### src/logic/fbrp_params.svh
// constants for the flash burst read port
`ifndef FBRP_PARAMS_SVH
`define FBRP_PARAMS_SVH
`define FBRP_LAT_MIN 5'h02
`define FBRP_LAT_MAX 5'h10
`define FBRP_OTP_BYTES 9'h100
`define FBRP_BL_2 3'h0
`define FBRP_BL_4 3'h1
`define FBRP_BL_8 3'h2
`define FBRP_BL_16 3'h3
`define FBRP_BL_32 3'h4
`define FBRP_ID_MAKER 8'h5a
`define FBRP_ID_PART 8'h3c
`define FBRP_ID_SEL_MAKER 2'h0
`define FBRP_ID_SEL_PART 2'h1
`define FBRP_ID_SEL_PROT 2'h2
`define FBRP_FIFO_DEPTH 4
// idle pin levels after reset: strobes high, narrow bus, no high voltage
`define FBRP_PIN_IDLE 5'h1c
`endif

### src/logic/fbrp_fifo.sv
// beat FIFO: its module is kept in fbrp_port.sv, beside the rest of the port logic

### src/logic/fbrp_pkg.sv
// types shared by the flash burst read port
package fbrp_pkg;
  typedef enum logic [1:0] {fbrp_rd_array, fbrp_rd_ident, fbrp_rd_single, fbrp_rd_otp} fbrp_space_t;
  typedef struct packed {
    logic burst_en;
    logic [2:0] length;
    logic [4:0] latency;
  } fbrp_cfg_t;
  typedef struct packed {
    logic last;
    logic [31:0] data;
  } fbrp_beat_t;
endpackage : fbrp_pkg

### src/logic/fbrp_port.sv
// read side of the flash host interface: identification, async and wrapping burst reads
`timescale 1ns/10ps
`include "fbrp_params.svh"
module fbrp_port
  import fbrp_pkg::*;
#(
  parameter int AW = 20
) (
  // clock and reset
  input wire logic clk,
  input wire logic reset_n,
  // host pins
  input wire logic chip_select_n,
  input wire logic output_enable_n,
  input wire logic address_valid_n,
  input wire logic wide_bus,
  input wire logic [AW-1:0] address,
  input wire logic half_word_addr,
  input wire logic id_high_voltage,
  // configuration and mode, from the command logic
  input wire logic cfg_write,
  input wire fbrp_cfg_t cfg_in,
  input wire logic id_mode,
  input wire logic [1:0] id_select,
  input wire logic sector_protected,
  input wire fbrp_space_t space,
  // array read port, combinational lookup by word address
  output logic [AW:0] array_addr,
  input wire logic [31:0] array_data,
  input wire logic [31:0] single_data,
  // data and indicator pins
  output logic [31:0] dq_out,
  output logic [31:0] dq_oe,
  output logic end_of_burst_n_out,
  output logic end_of_burst_n_oe,
  // status
  output fbrp_cfg_t cfg_q,
  output logic burst_active
);
  ////////////////////////////////////////////////////////////////////////////////
  // pin synchronisers
  logic [4:0] s1_q, s2_q;
  logic [AW:0] a1_q, a2_q;
  // reset to the idle pin levels, so no false address-valid edge or id voltage follows reset
  always_ff @(posedge clk or negedge reset_n)
  begin
    if (!reset_n)
    begin
      s1_q <= `FBRP_PIN_IDLE;
      s2_q <= `FBRP_PIN_IDLE;
    end
    else
    begin
      s1_q <= {chip_select_n, output_enable_n, address_valid_n, wide_bus, id_high_voltage};
      s2_q <= s1_q;
    end
  end
  // address pins get the same two stages so they line up with address-valid
  always_ff @(posedge clk or negedge reset_n)
  begin
    if (!reset_n)
    begin
      a1_q <= '0;
      a2_q <= '0;
    end
    else
    begin
      a1_q <= {address, half_word_addr};
      a2_q <= a1_q;
    end
  end
  wire cs_n = s2_q[4];
  wire oe_n = s2_q[3];
  wire adv_n = s2_q[2];
  wire wide = s2_q[1];
  wire hv = s2_q[0];
  // half-word bit is the lsb of the word address in 16-bit mode
  wire [AW:0] waddr = wide ? {1'b0, a2_q[AW:1]} : a2_q;
  ////////////////////////////////////////////////////////////////////////////////
  // configuration
  // reset clears to asynchronous mode; latency values out of range are clamped
  wire [4:0] lat_in = (cfg_in.latency < `FBRP_LAT_MIN) ? `FBRP_LAT_MIN :
                      (cfg_in.latency > `FBRP_LAT_MAX) ? `FBRP_LAT_MAX : cfg_in.latency;
  always_ff @(posedge clk or negedge reset_n)
  begin
    if (!reset_n)
      cfg_q <= '{burst_en: 1'b0, length: `FBRP_BL_4, latency: `FBRP_LAT_MIN};
    else if (cfg_write)
      cfg_q <= '{burst_en: cfg_in.burst_en, length: cfg_in.length, latency: lat_in};
  end
  ////////////////////////////////////////////////////////////////////////////////
  // burst length decode
  function automatic logic [4:0] len_mask(input logic [2:0] l, input logic w);
    logic [4:0] m;
    m = 5'h03;
    case (l)
      `FBRP_BL_2: m = w ? 5'h01 : 5'h03;
      `FBRP_BL_4: m = 5'h03;
      `FBRP_BL_8: m = 5'h07;
      `FBRP_BL_16: m = 5'h0f;
      `FBRP_BL_32: m = 5'h1f;
      default: m = 5'h03;
    endcase
    return m;
  endfunction : len_mask
  // lengths 16 and 32 exist only on the 16-bit bus; the wide bus falls back to 8
  wire [2:0] eff_len = (wide && cfg_q.length > `FBRP_BL_8) ? `FBRP_BL_8 : cfg_q.length;
  // x32 counts doublewords; only length 2 differs, with two reads on x32 against four on x16
  wire [4:0] mask = len_mask(eff_len, wide);
  ////////////////////////////////////////////////////////////////////////////////
  // burst sequencer
  typedef enum logic [1:0] {fbrp_idle, fbrp_wait, fbrp_run} fbrp_state_t;
  fbrp_state_t st_q, st_d;
  logic [AW:0] base_q;
  logic [4:0] pos_q, start_q, lat_q;
  logic [8:0] otp_cnt_q;
  logic adv_n_q;
  // a low address-valid sampled at an edge, or its rising edge, starts a burst
  wire adv_low = !adv_n;
  wire adv_rise = adv_n && !adv_n_q;
  wire start = !cs_n && (adv_low || adv_rise) && st_q != fbrp_wait;
  wire is_burst = cfg_q.burst_en && (space == fbrp_rd_array || space == fbrp_rd_otp);
  wire capture = start && is_burst;
  wire [4:0] pos_next = (pos_q & ~mask) | ((pos_q + 5'h01) & mask);
  wire last = ((pos_next & mask) == (start_q & mask));
  wire beat_ok;
  wire beat_push = (st_q == fbrp_run) && beat_ok;
  wire [8:0] otp_step = wide ? 9'h004 : 9'h002;
  always_comb
  begin
    st_d = st_q;
    case (st_q)
      fbrp_idle:
      begin
        if (capture)
          st_d = fbrp_wait;
      end
      fbrp_wait:
      begin
        if (lat_q == 5'h01)
          st_d = fbrp_run;
      end
      fbrp_run:
      begin
        // a fresh address-valid pulse drops the running burst and starts over
        if (capture)
          st_d = fbrp_wait;
      end
      default:
      begin
        st_d = fbrp_idle;
      end
    endcase
    if (cs_n)
      st_d = fbrp_idle;
  end
  always_ff @(posedge clk or negedge reset_n)
  begin
    if (!reset_n)
    begin
      st_q <= fbrp_idle;
      adv_n_q <= 1'b1;
    end
    else
    begin
      st_q <= st_d;
      adv_n_q <= adv_n;
    end
  end
  // base and start position are held for the whole burst so it can wrap
  always_ff @(posedge clk or negedge reset_n)
  begin
    if (!reset_n)
    begin
      base_q <= '0;
      start_q <= '0;
    end
    else if (capture)
    begin
      base_q <= waddr;
      start_q <= waddr[4:0];
    end
  end
  always_ff @(posedge clk or negedge reset_n)
  begin
    if (!reset_n)
      pos_q <= '0;
    else if (capture)
      pos_q <= waddr[4:0];
    else if (beat_push)
      pos_q <= pos_next;
  end
  always_ff @(posedge clk or negedge reset_n)
  begin
    if (!reset_n)
      lat_q <= '0;
    else if (capture)
      lat_q <= cfg_q.latency - 5'h01;
    else if (st_q == fbrp_wait)
      lat_q <= lat_q - 5'h01;
  end
  // saturates at the sector size; a bus width change mid-burst can step two bytes past the limit
  always_ff @(posedge clk or negedge reset_n)
  begin
    if (!reset_n)
      otp_cnt_q <= '0;
    else if (capture)
      otp_cnt_q <= '0;
    else if (beat_push && otp_cnt_q < `FBRP_OTP_BYTES)
      otp_cnt_q <= otp_cnt_q + otp_step;
  end
  assign burst_active = (st_q != fbrp_idle);
  assign array_addr = burst_active ? {base_q[AW:5], pos_q} : waddr;
  ////////////////////////////////////////////////////////////////////////////////
  // read data selection
  function automatic logic [31:0] id_code(input logic [1:0] s, input logic p);
    logic [31:0] c;
    c = 32'h00000000;
    case (s)
      `FBRP_ID_SEL_MAKER: c = {24'h000000, `FBRP_ID_MAKER};
      `FBRP_ID_SEL_PART: c = {24'h000000, `FBRP_ID_PART};
      `FBRP_ID_SEL_PROT: c = {31'h00000000, p};
      default: c = 32'h00000000;
    endcase
    return c;
  endfunction : id_code
  // is the host's job; high voltage on A9 and the ID command both reach here
  wire ident = id_mode || hv || space == fbrp_rd_ident;
  wire otp_over = (space == fbrp_rd_otp) && (otp_cnt_q >= `FBRP_OTP_BYTES);
  wire [31:0] rd_word = ident ? id_code(id_select, sector_protected) :
                        (space == fbrp_rd_single) ? single_data :
                        otp_over ? 32'hffffffff : array_data;
  wire [31:0] rd_bus = wide ? rd_word : {16'h0000, rd_word[15:0]};
  ////////////////////////////////////////////////////////////////////////////////
  // beat FIFO between the sequencer and the pins; draining stops while output is off
  fbrp_beat_t in_beat, out_beat;
  logic out_valid;
  assign in_beat = '{last: last, data: rd_bus};
  wire drain = !oe_n;
  fbrp_fifo #(.WIDTH($bits(fbrp_beat_t)), .DEPTH(`FBRP_FIFO_DEPTH)) u_fifo (
    .clk(clk),
    .reset_n(reset_n),
    .flush(cs_n || start),
    .in_valid(st_q == fbrp_run),
    .in_ready(beat_ok),
    .in_data(in_beat),
    .out_valid(out_valid),
    .out_ready(drain),
    .out_data(out_beat)
  );
  // sequencing stalls only when the FIFO is full, so output-enable gaps of up to four beats are absorbed
  ////////////////////////////////////////////////////////////////////////////////
  // output registers
  logic [31:0] dq_q;
  logic eob_q, drv_q, eob_drv_q;
  wire en = !cs_n && !oe_n;
  // an enabled burst beat stands on the pins for one clock
  wire beat_out = burst_active && out_valid;
  wire beat_last = beat_out && out_beat.last;
  // with bursts on, an array read waiting for its burst drives nothing, not a stray async word
  wire async_out = !burst_active && !is_burst;
  always_ff @(posedge clk or negedge reset_n)
  begin
    if (!reset_n)
    begin
      drv_q <= 1'b0;
      eob_drv_q <= 1'b0;
    end
    else
    begin
      drv_q <= en && (beat_out || async_out);
      eob_drv_q <= en && beat_last;
    end
  end
  always_ff @(posedge clk or negedge reset_n)
  begin
    if (!reset_n)
      eob_q <= 1'b1;
    else
      eob_q <= !beat_last;
  end
  always_ff @(posedge clk or negedge reset_n)
  begin
    if (!reset_n)
      dq_q <= '0;
    else if (beat_out)
      dq_q <= out_beat.data;
    else if (!burst_active)
      dq_q <= rd_bus; // async and single reads follow the address while enabled
  end
  assign dq_out = dq_q;
  assign dq_oe = {{16{drv_q && wide}}, {16{drv_q}}};
  assign end_of_burst_n_out = eob_q;
  assign end_of_burst_n_oe = eob_drv_q;
endmodule : fbrp_port
////////////////////////////////////////////////////////////////////////////////
// small flip-flop FIFO for burst beats
module fbrp_fifo #(
  parameter int WIDTH = 33,
  parameter int DEPTH = 4
) (
  // clock and reset
  input wire logic clk,
  input wire logic reset_n,
  input wire logic flush,
  // fill side
  input wire logic in_valid,
  output logic in_ready,
  input wire logic [WIDTH-1:0] in_data,
  // drain side
  output logic out_valid,
  input wire logic out_ready,
  output logic [WIDTH-1:0] out_data
);
  localparam int AW = $clog2(DEPTH);
  logic [WIDTH-1:0] mem_q [DEPTH];
  logic [AW-1:0] wp_q, rp_q;
  logic [AW:0] cnt_q;
  wire push = in_valid && in_ready;
  wire pop = out_valid && out_ready;
  assign in_ready = (cnt_q != (AW+1)'(DEPTH));
  assign out_valid = (cnt_q != '0);
  assign out_data = mem_q[rp_q];
  always_ff @(posedge clk or negedge reset_n)
  begin
    if (!reset_n)
    begin
      wp_q <= '0;
      rp_q <= '0;
      cnt_q <= '0;
    end
    else if (flush)
    begin
      wp_q <= '0;
      rp_q <= '0;
      cnt_q <= '0;
    end
    else
    begin
      if (push)
        wp_q <= (wp_q == AW'(DEPTH-1)) ? '0 : wp_q + 1'b1;
      if (pop)
        rp_q <= (rp_q == AW'(DEPTH-1)) ? '0 : rp_q + 1'b1;
      cnt_q <= cnt_q + (AW+1)'(push) - (AW+1)'(pop);
    end
  end
  // storage needs no reset: the count guards every read
  always_ff @(posedge clk)
  begin
    if (push)
      mem_q[wp_q] <= in_data;
  end
endmodule : fbrp_fifo

### config.mk
export PLATFORM = sky130hd
export DESIGN_NAME = fbrp_port
export DESIGN_NICKNAME = d
export VERILOG_FILES = /design/src/logic/fbrp_fifo.sv /design/src/logic/fbrp_pkg.sv /design/src/logic/fbrp_port.sv
export VERILOG_INCLUDE_DIRS = /design/src /design/src/logic
export SDC_FILE = /design/constraint.sdc
export NUM_CORES = 1
export LEC_CHECK = 0
export ABC_AREA = 1
export BUFFER_PORTS_ARGS = -buffer_cell sky130_fd_sc_hd__buf_2
export CAP_MARGIN = 20
export CORE_UTILIZATION = 51
export CTS_CLUSTER_DIAMETER = 150
export DETAILED_ROUTE_END_ITERATION = 12
export GPL_TIMING_DRIVEN = 0
export PLACE_DENSITY = 0.76
export SKIP_CTS_REPAIR_TIMING = 1
export SLEW_MARGIN = 20
export SYNTH_ARGS = -nofsm -noshare
export SYNTH_HDL_FRONTEND = slang
export SYNTH_HIERARCHICAL = 1
export SYNTH_SLANG_ARGS = --single-unit
### constraint.sdc
create_clock -name clk -period 2.5 [get_ports clk]
set_input_delay 0.5 -clock clk [delete_from_list [all_inputs] [get_ports clk]]
set_output_delay 0.5 -clock clk [all_outputs]
set_load 0.05 [all_outputs]
Yosys cells after proc, flatten, opt, wreduce, memory -nomap -nowiden
Memory sizes are Yosys's and may differ from the RTL's.
Cells that the tools add are included.
W data, S select, Z words.
Word-level totals
  bits of input ports: 108
  output and inout port bits: 97
  memories kept: 1
  bits in read-only memories: 0
  latch bits: 0
  bits in writable memories: 132
  bits in registers: 151
  word-level logic and storage cells: 137
Memories
  u_fifo.mem_q: depth 4, bits a word 33, rd ports 1, clocked after Yosys merged registers in 0, write ports 1, RTL line fbrp_port.sv:316  | logic [WIDTH-1:0] mem_q [DEPTH];
Operators by class
  multipliers: 0
  mux-type cells: 34
  $add $sub $neg: 8
  shift-type cells: 0
  reductions and logical operators: 43
  $lt $le $gt $ge: 5
  eq/ne operators: 19
  bitwise operators: 6
  divide/modulo/power cells: 0
Operator list (number)
  $mux W32: 6
  $mux W21: 2
  $mux W5: 6
  $pmux W7 S3: 1
  $and A5 B5 Y5: 4
  $mux W2: 10
  $pmux W5 S4: 1
  $mux W9: 2
  $logic_and A1 B1 Y1: 17
  $eq A2 B2 Y1 const B: 6
  $reduce_bool A2 Y1: 6
  $sub A5 B1 Y5 const B: 2
  $add A9 B3 Y9: 1
  $ge A9 B9 Y1 const B: 1
  $lt A9 B9 Y1 const B: 1
  $mux W3: 3
  $logic_not A1 Y1: 7
  $eq A2 B1 Y1 const B: 3
  $eq A3 B2 Y1 const B: 2
  $logic_not A2 Y1: 3
  $logic_or A1 B1 Y1: 6
  $ne A3 B3 Y1 const B: 2
  $add A5 B1 Y5 const B: 1
  $eq A5 B1 Y1 const B: 1
  other kinds (18): 21

Logic depth before layout (Yosys ltp)
  depth after elaboration: 10
  gate-level depth with buffers: 12
  mapped depth without buffers: 12

Hierarchy
The synthesis kept the hierarchy.
By module, submodules not included
  fbrp_port: cells each 787, times used 1, seq. area each 3465.8 µm², area each 6718.9 µm²
  fbrp_fifo: cells each 381, times used 1, seq. area each 4139.0 µm², area each 5470.2 µm²

Worst setup path after synthesis
Ideal clock, no wire load.
  path kind: reg2reg
  start: register st_q[0]
  end: memory u_fifo.mem_q[0][0] (enable)
  data required time: 2.077 ns
  path slack: -0.072 ns
  stages on the path, launching flop included: 4
  setup time: 0.423 ns
  arrival: 2.149 ns
  path through: dfrtp_1 -> nor2_1 -> nand2_1 -> nor2_1
Between the ends
  word-level cells in the longest chain between the ends: 4
Ends and longest elaborated chain
  start, declared: RTL line fbrp_port.sv:113  | fbrp_state_t st_q, st_d;
  start signal, assigned: RTL line fbrp_port.sv:161  | st_q <= fbrp_idle;
  start signal, assigned: RTL line fbrp_port.sv:166  | st_q <= st_d;
  $eq A2 B2 Y1: RTL line fbrp_port.sv:244  | .in_valid(st_q == fbrp_run),
  $logic_and A1 B1 Y1: RTL line fbrp_port.sv:319  | wire push = in_valid && in_ready;
  $mux W1: RTL line fbrp_port.sv:350  | if (push)
  $mux W1 (implied by the code): RTL line fbrp_port.sv:351  | mem_q[wp_q] <= in_data;
  end, declared: RTL line fbrp_port.sv:316
No other way between the ends.

Worst setup path after layout
  start: register st_q[0]
  end: output array_addr[19]
Between the ends
  word-level cells in the longest chain between the ends: 2
Ends and longest elaborated chain
  $reduce_bool A2 Y1: RTL line fbrp_port.sv:212  | assign burst_active = (st_q != fbrp_idle);
  $mux W21: RTL line fbrp_port.sv:213  | assign array_addr = burst_active ? {base_q[AW:5], pos_q} : waddr;
  end, declared: RTL line fbrp_port.sv:28  | output logic [AW:0] array_addr,
No other way between the ends.

==> impl_metrics.ini <==
[critical_path]
worst_setup_path_start_kind = flip-flop
crit_fanout = 10
endpoint_kind = output pin
crit_arrival_ps = 1960
worstSetupPathType = reg2out
cp_data_required_time_ps = 2000

[timing]
rsz0062_at_grt = true
worstMarginPinSlew_ps = 797
fmax_ghz = 0.407
drv_slew = 0
slew_headroom = 0.468
skew_ps = 14.1
setup_viol = 0
fin_crit_sh = 0.982
fin_crit_ps = 2460
hold_violations = 0
layout_setup_ws_ps = 44.4

[clock_network]
htreeDepth = 1
cts_root_buffer = clkbuf_16
clockBufferDepth = 3
cts_buffers = 28
insertion_delay_ps = 540
cts.sinks = 277
cts_tree = built
clk_pin_slew_ps = 60

[synthesis]
seq_area_frac_synth = 0.624
async_flop_share = 0.523
ys_types = 46
synth_edf_count = 132
synth-adder-area-share = 0.0187
synthSimpleGateAreaFrac = 0.150
synth_top_area_frac = 0.325
synthFlopType = dfrtp_1
synth.avg_cell_area_sq_um = 10.4
yosysWarnings = 6
synthCells = 1168
synth_nets = 1293
muxShareOfSynthArea = 0
yosys.area_share.xor_xnor = 0.00647
synth.area.top_cells = edfxtp_1 (33%), dfrtp_1 (28%), nand2_1 (8.1%), o21ai_0 (5.3%), inv_1 (3.1%)
synth_compound_area_frac = 0.119
syn_area_sq_um = 12200
synth_top_family_by_area = simple AND/OR/NAND/NOR gates
synth_area_leader_cell = edfxtp_1
ys_ff_latch = 277

[global_routing]
grt_pass1_vias = 8914
grt_pass1_wl_um = 46600
grt_max_degree = 102
overflow = 0
grt_usage = 0.250
antenna_found_initial = 0

[route]
wl_met1_um = 12000
routed.top_layer = met4
vias_per_cell = 5.32
dr_total_vias = 9327
wl_met2_um = 14800
avgRoutedWirePerCell_um = 17.3
drc_errors = 0
drtPass1Iterations = 5
drt-total-wl_um = 30400
final_antenna_net_count = 0
dr.first_iter.drc_count = 613
wl_met3_um = 2540

[floorplan]
io_pins = 205
die_y_um = 157
dieArea_sq_um = 24500
initial_utilization = 0.519
die_w_um = 157
num_rows = 56
coreArea_sq_um = 23500

[placed_design]
hpwl_um = 20500
routabilityCongestion = 0.848
dp_slack_ps = -119
io_buffers = 204

[power]
totalPowerFinal_mw = 13.8
peakVddDrop_mv = 1.02
cellLeakagePower_nw = 6.85
power_density_nw_per_um2 = 932

[worst_hold_path]
hold_path_class = in2reg

[final_layout]
area_delta_synth_final_pct = 21.9
drive_gt1_frac = 0.283
fin_nets = 1535

[flow_run]
max-cap-violations = 0

[status]
outcome = finished, final reports clean
## path summary, 6_finish.rpt
check                                     startpoint                     endpoint  slack, ps  depth (start not counted)
min in group asynchronous                    reset_n  end_of_burst_n_oe$_DFF_PN0_        460                          2
setup / recovery                 st_q[0]$_DFFE_PN0P_               array_addr[19]         40                          6
setup reg to reg           u_fifo/cnt_q[1]$_DFF_PN0_    u_fifo/cnt_q[2]$_DFF_PN0_        230                         12
max in group asynchronous                    reset_n        base_q[5]$_DFFE_PN0P_       1210                          3
hold reg to reg                    a1_q[7]$_DFF_PN0_            a2_q[7]$_DFF_PN0_        350                          0
hold / removal                       address_valid_n            s1_q[2]$_DFF_PN1_         60                          1
## report_power, final
group	switching, mW	leakage [nW]	internal, mW
Clock	1.72	0.451	2.45
Combinational	2.78	3.37	1.18
Sequential	0.330	3.03	5.40
Total	4.83	6.85	9.02
## sequential cells by signal, summed over array words and instances, names as in the netlist, 3 cells and up
| register | cells |
|---|---|
| lat_q | 5 |
| pos_q | 5 |
| s1_q | 5 |
| u_fifo/cnt_q | 3 |
| u_fifo/mem_q | 132 |
| cfg_q | 9 |
| a1_q | 21 |
| otp_cnt_q | 8 |
| base_q | 21 |
| dq_out | 32 |
| s2_q | 5 |
| a2_q | 21 |
## layer usage
| metal | GRT usage | vias up |
|---|---|---|
| met3 | 0.0468 | 68 |
| met4 | 0.0999 | 0 |
| met5 | 0 | - |
| met2 | 0.419 | 400 |
| li1 | - | 4400 |
| met1 | 0.320 | 4459 |
## placed cells by master (no fill, tap or decap), types with 4 or more instances in the layout
cell / instances
nand2_1: 260
buf_2: 205
dfrtp_1: 132
edfxtp_1: 132
o21ai_0: 127
inv_1: 99
nor2_1: 93
buf_4: 57
nand3_1: 42
clkbuf_16: 31
o22ai_1: 25
o221ai_1: 20
a21oi_1: 16
o211ai_1: 15
ha_1: 15
clkbuf_1: 12
buf_6: 12
nor2_2: 11
nand4_1: 10
dfstp_2: 10
o22ai_2: 10
nor2_4: 7
clkbuf_4: 7
o21ai_1: 6
clkinvlp_4: 6
xor2_1: 6
o221a_2: 5
clkinv_2: 5
nand2_2: 4
or2_2: 4
inv_2: 4
clkbuf_2: 4
a22o_1: 4
buf_16: 4
## logic make-up (layout without fill, tap and decap cells)
| family | Yosys count | in the layout |
|---|---|---|
| AO/OA/AOI/OAI | 233 | 233 |
| XOR/XNOR | 9 | 9 |
| adder cells (fa/ha/maj) | 17 | 17 |
| buffers and inverters | 195 | 459 |
| flip-flops | 277 | 277 |
| other | 0 | 1 |
| AND/OR/NAND/NOR | 437 | 437 |
## cells in the mapped netlist (2+ instances only)
master    count
nand2_1     262
dfrtp_1     135
edfxtp_1    132
o21ai_0     128
inv_1       100
nor2_1       98
nand3_1      42
buf_4        37
buf_2        27
o22ai_1      25
o221ai_1     20
a21oi_1      16
ha_1         15
o211ai_1     15
nor2_2       11
clkbuf_1     10
dfstp_2      10
nand4_1      10
o22ai_2      10
buf_6         9
xor2_1        6
inv_2         5
o21ai_1       5
o221a_2       5
a22o_1        4
or2_2         4
clkbuf_2      3
xnor2_1       3
fa_1          2
nand2_2       2
nor2_4        2
## area by class of cell
class	instances	area, sq um
Tap cell	319	399
Timing Repair inverter	1	7.51
Clock buffer	41	843
Buffer	86	621
Inverter	107	413
Clock inverter	11	91.3
Timing Repair Buffer	213	1250
Antenna cell	1	2.50
Sequential cell	277	7610
Fill cell	1826	8620
Multi-Input combinational cell	696	3620
## critical path: stages, from the launching register on
cell and delay (ps):
dfrtp_2 450, nor2_4 150, buf_6 180, buf_4 190, nand2_1 70, o21ai_1 170
buf_6 210
## per-stage QoR
stage / std cells / util / hold WS [ps] / cell area, sq um / setup TNS [ps]
after floorplan: 1168 / - / 204 / 12200 / -9520
after detailed placement: 1696 / 0.587 / 335 / 13800 / -805
after CTS: 1748 / 0.627 / -130 / 14700 / -10680
final: 1752 / 0.633 / 57.1 / 14900 / 0
after global placement: 1691 / 0.580 / 331 / 13600 / -334730
after global routing: 1751 / 0.633 / 38.1 / 14900 / -29.7
(Power assumes the default switching activity.)
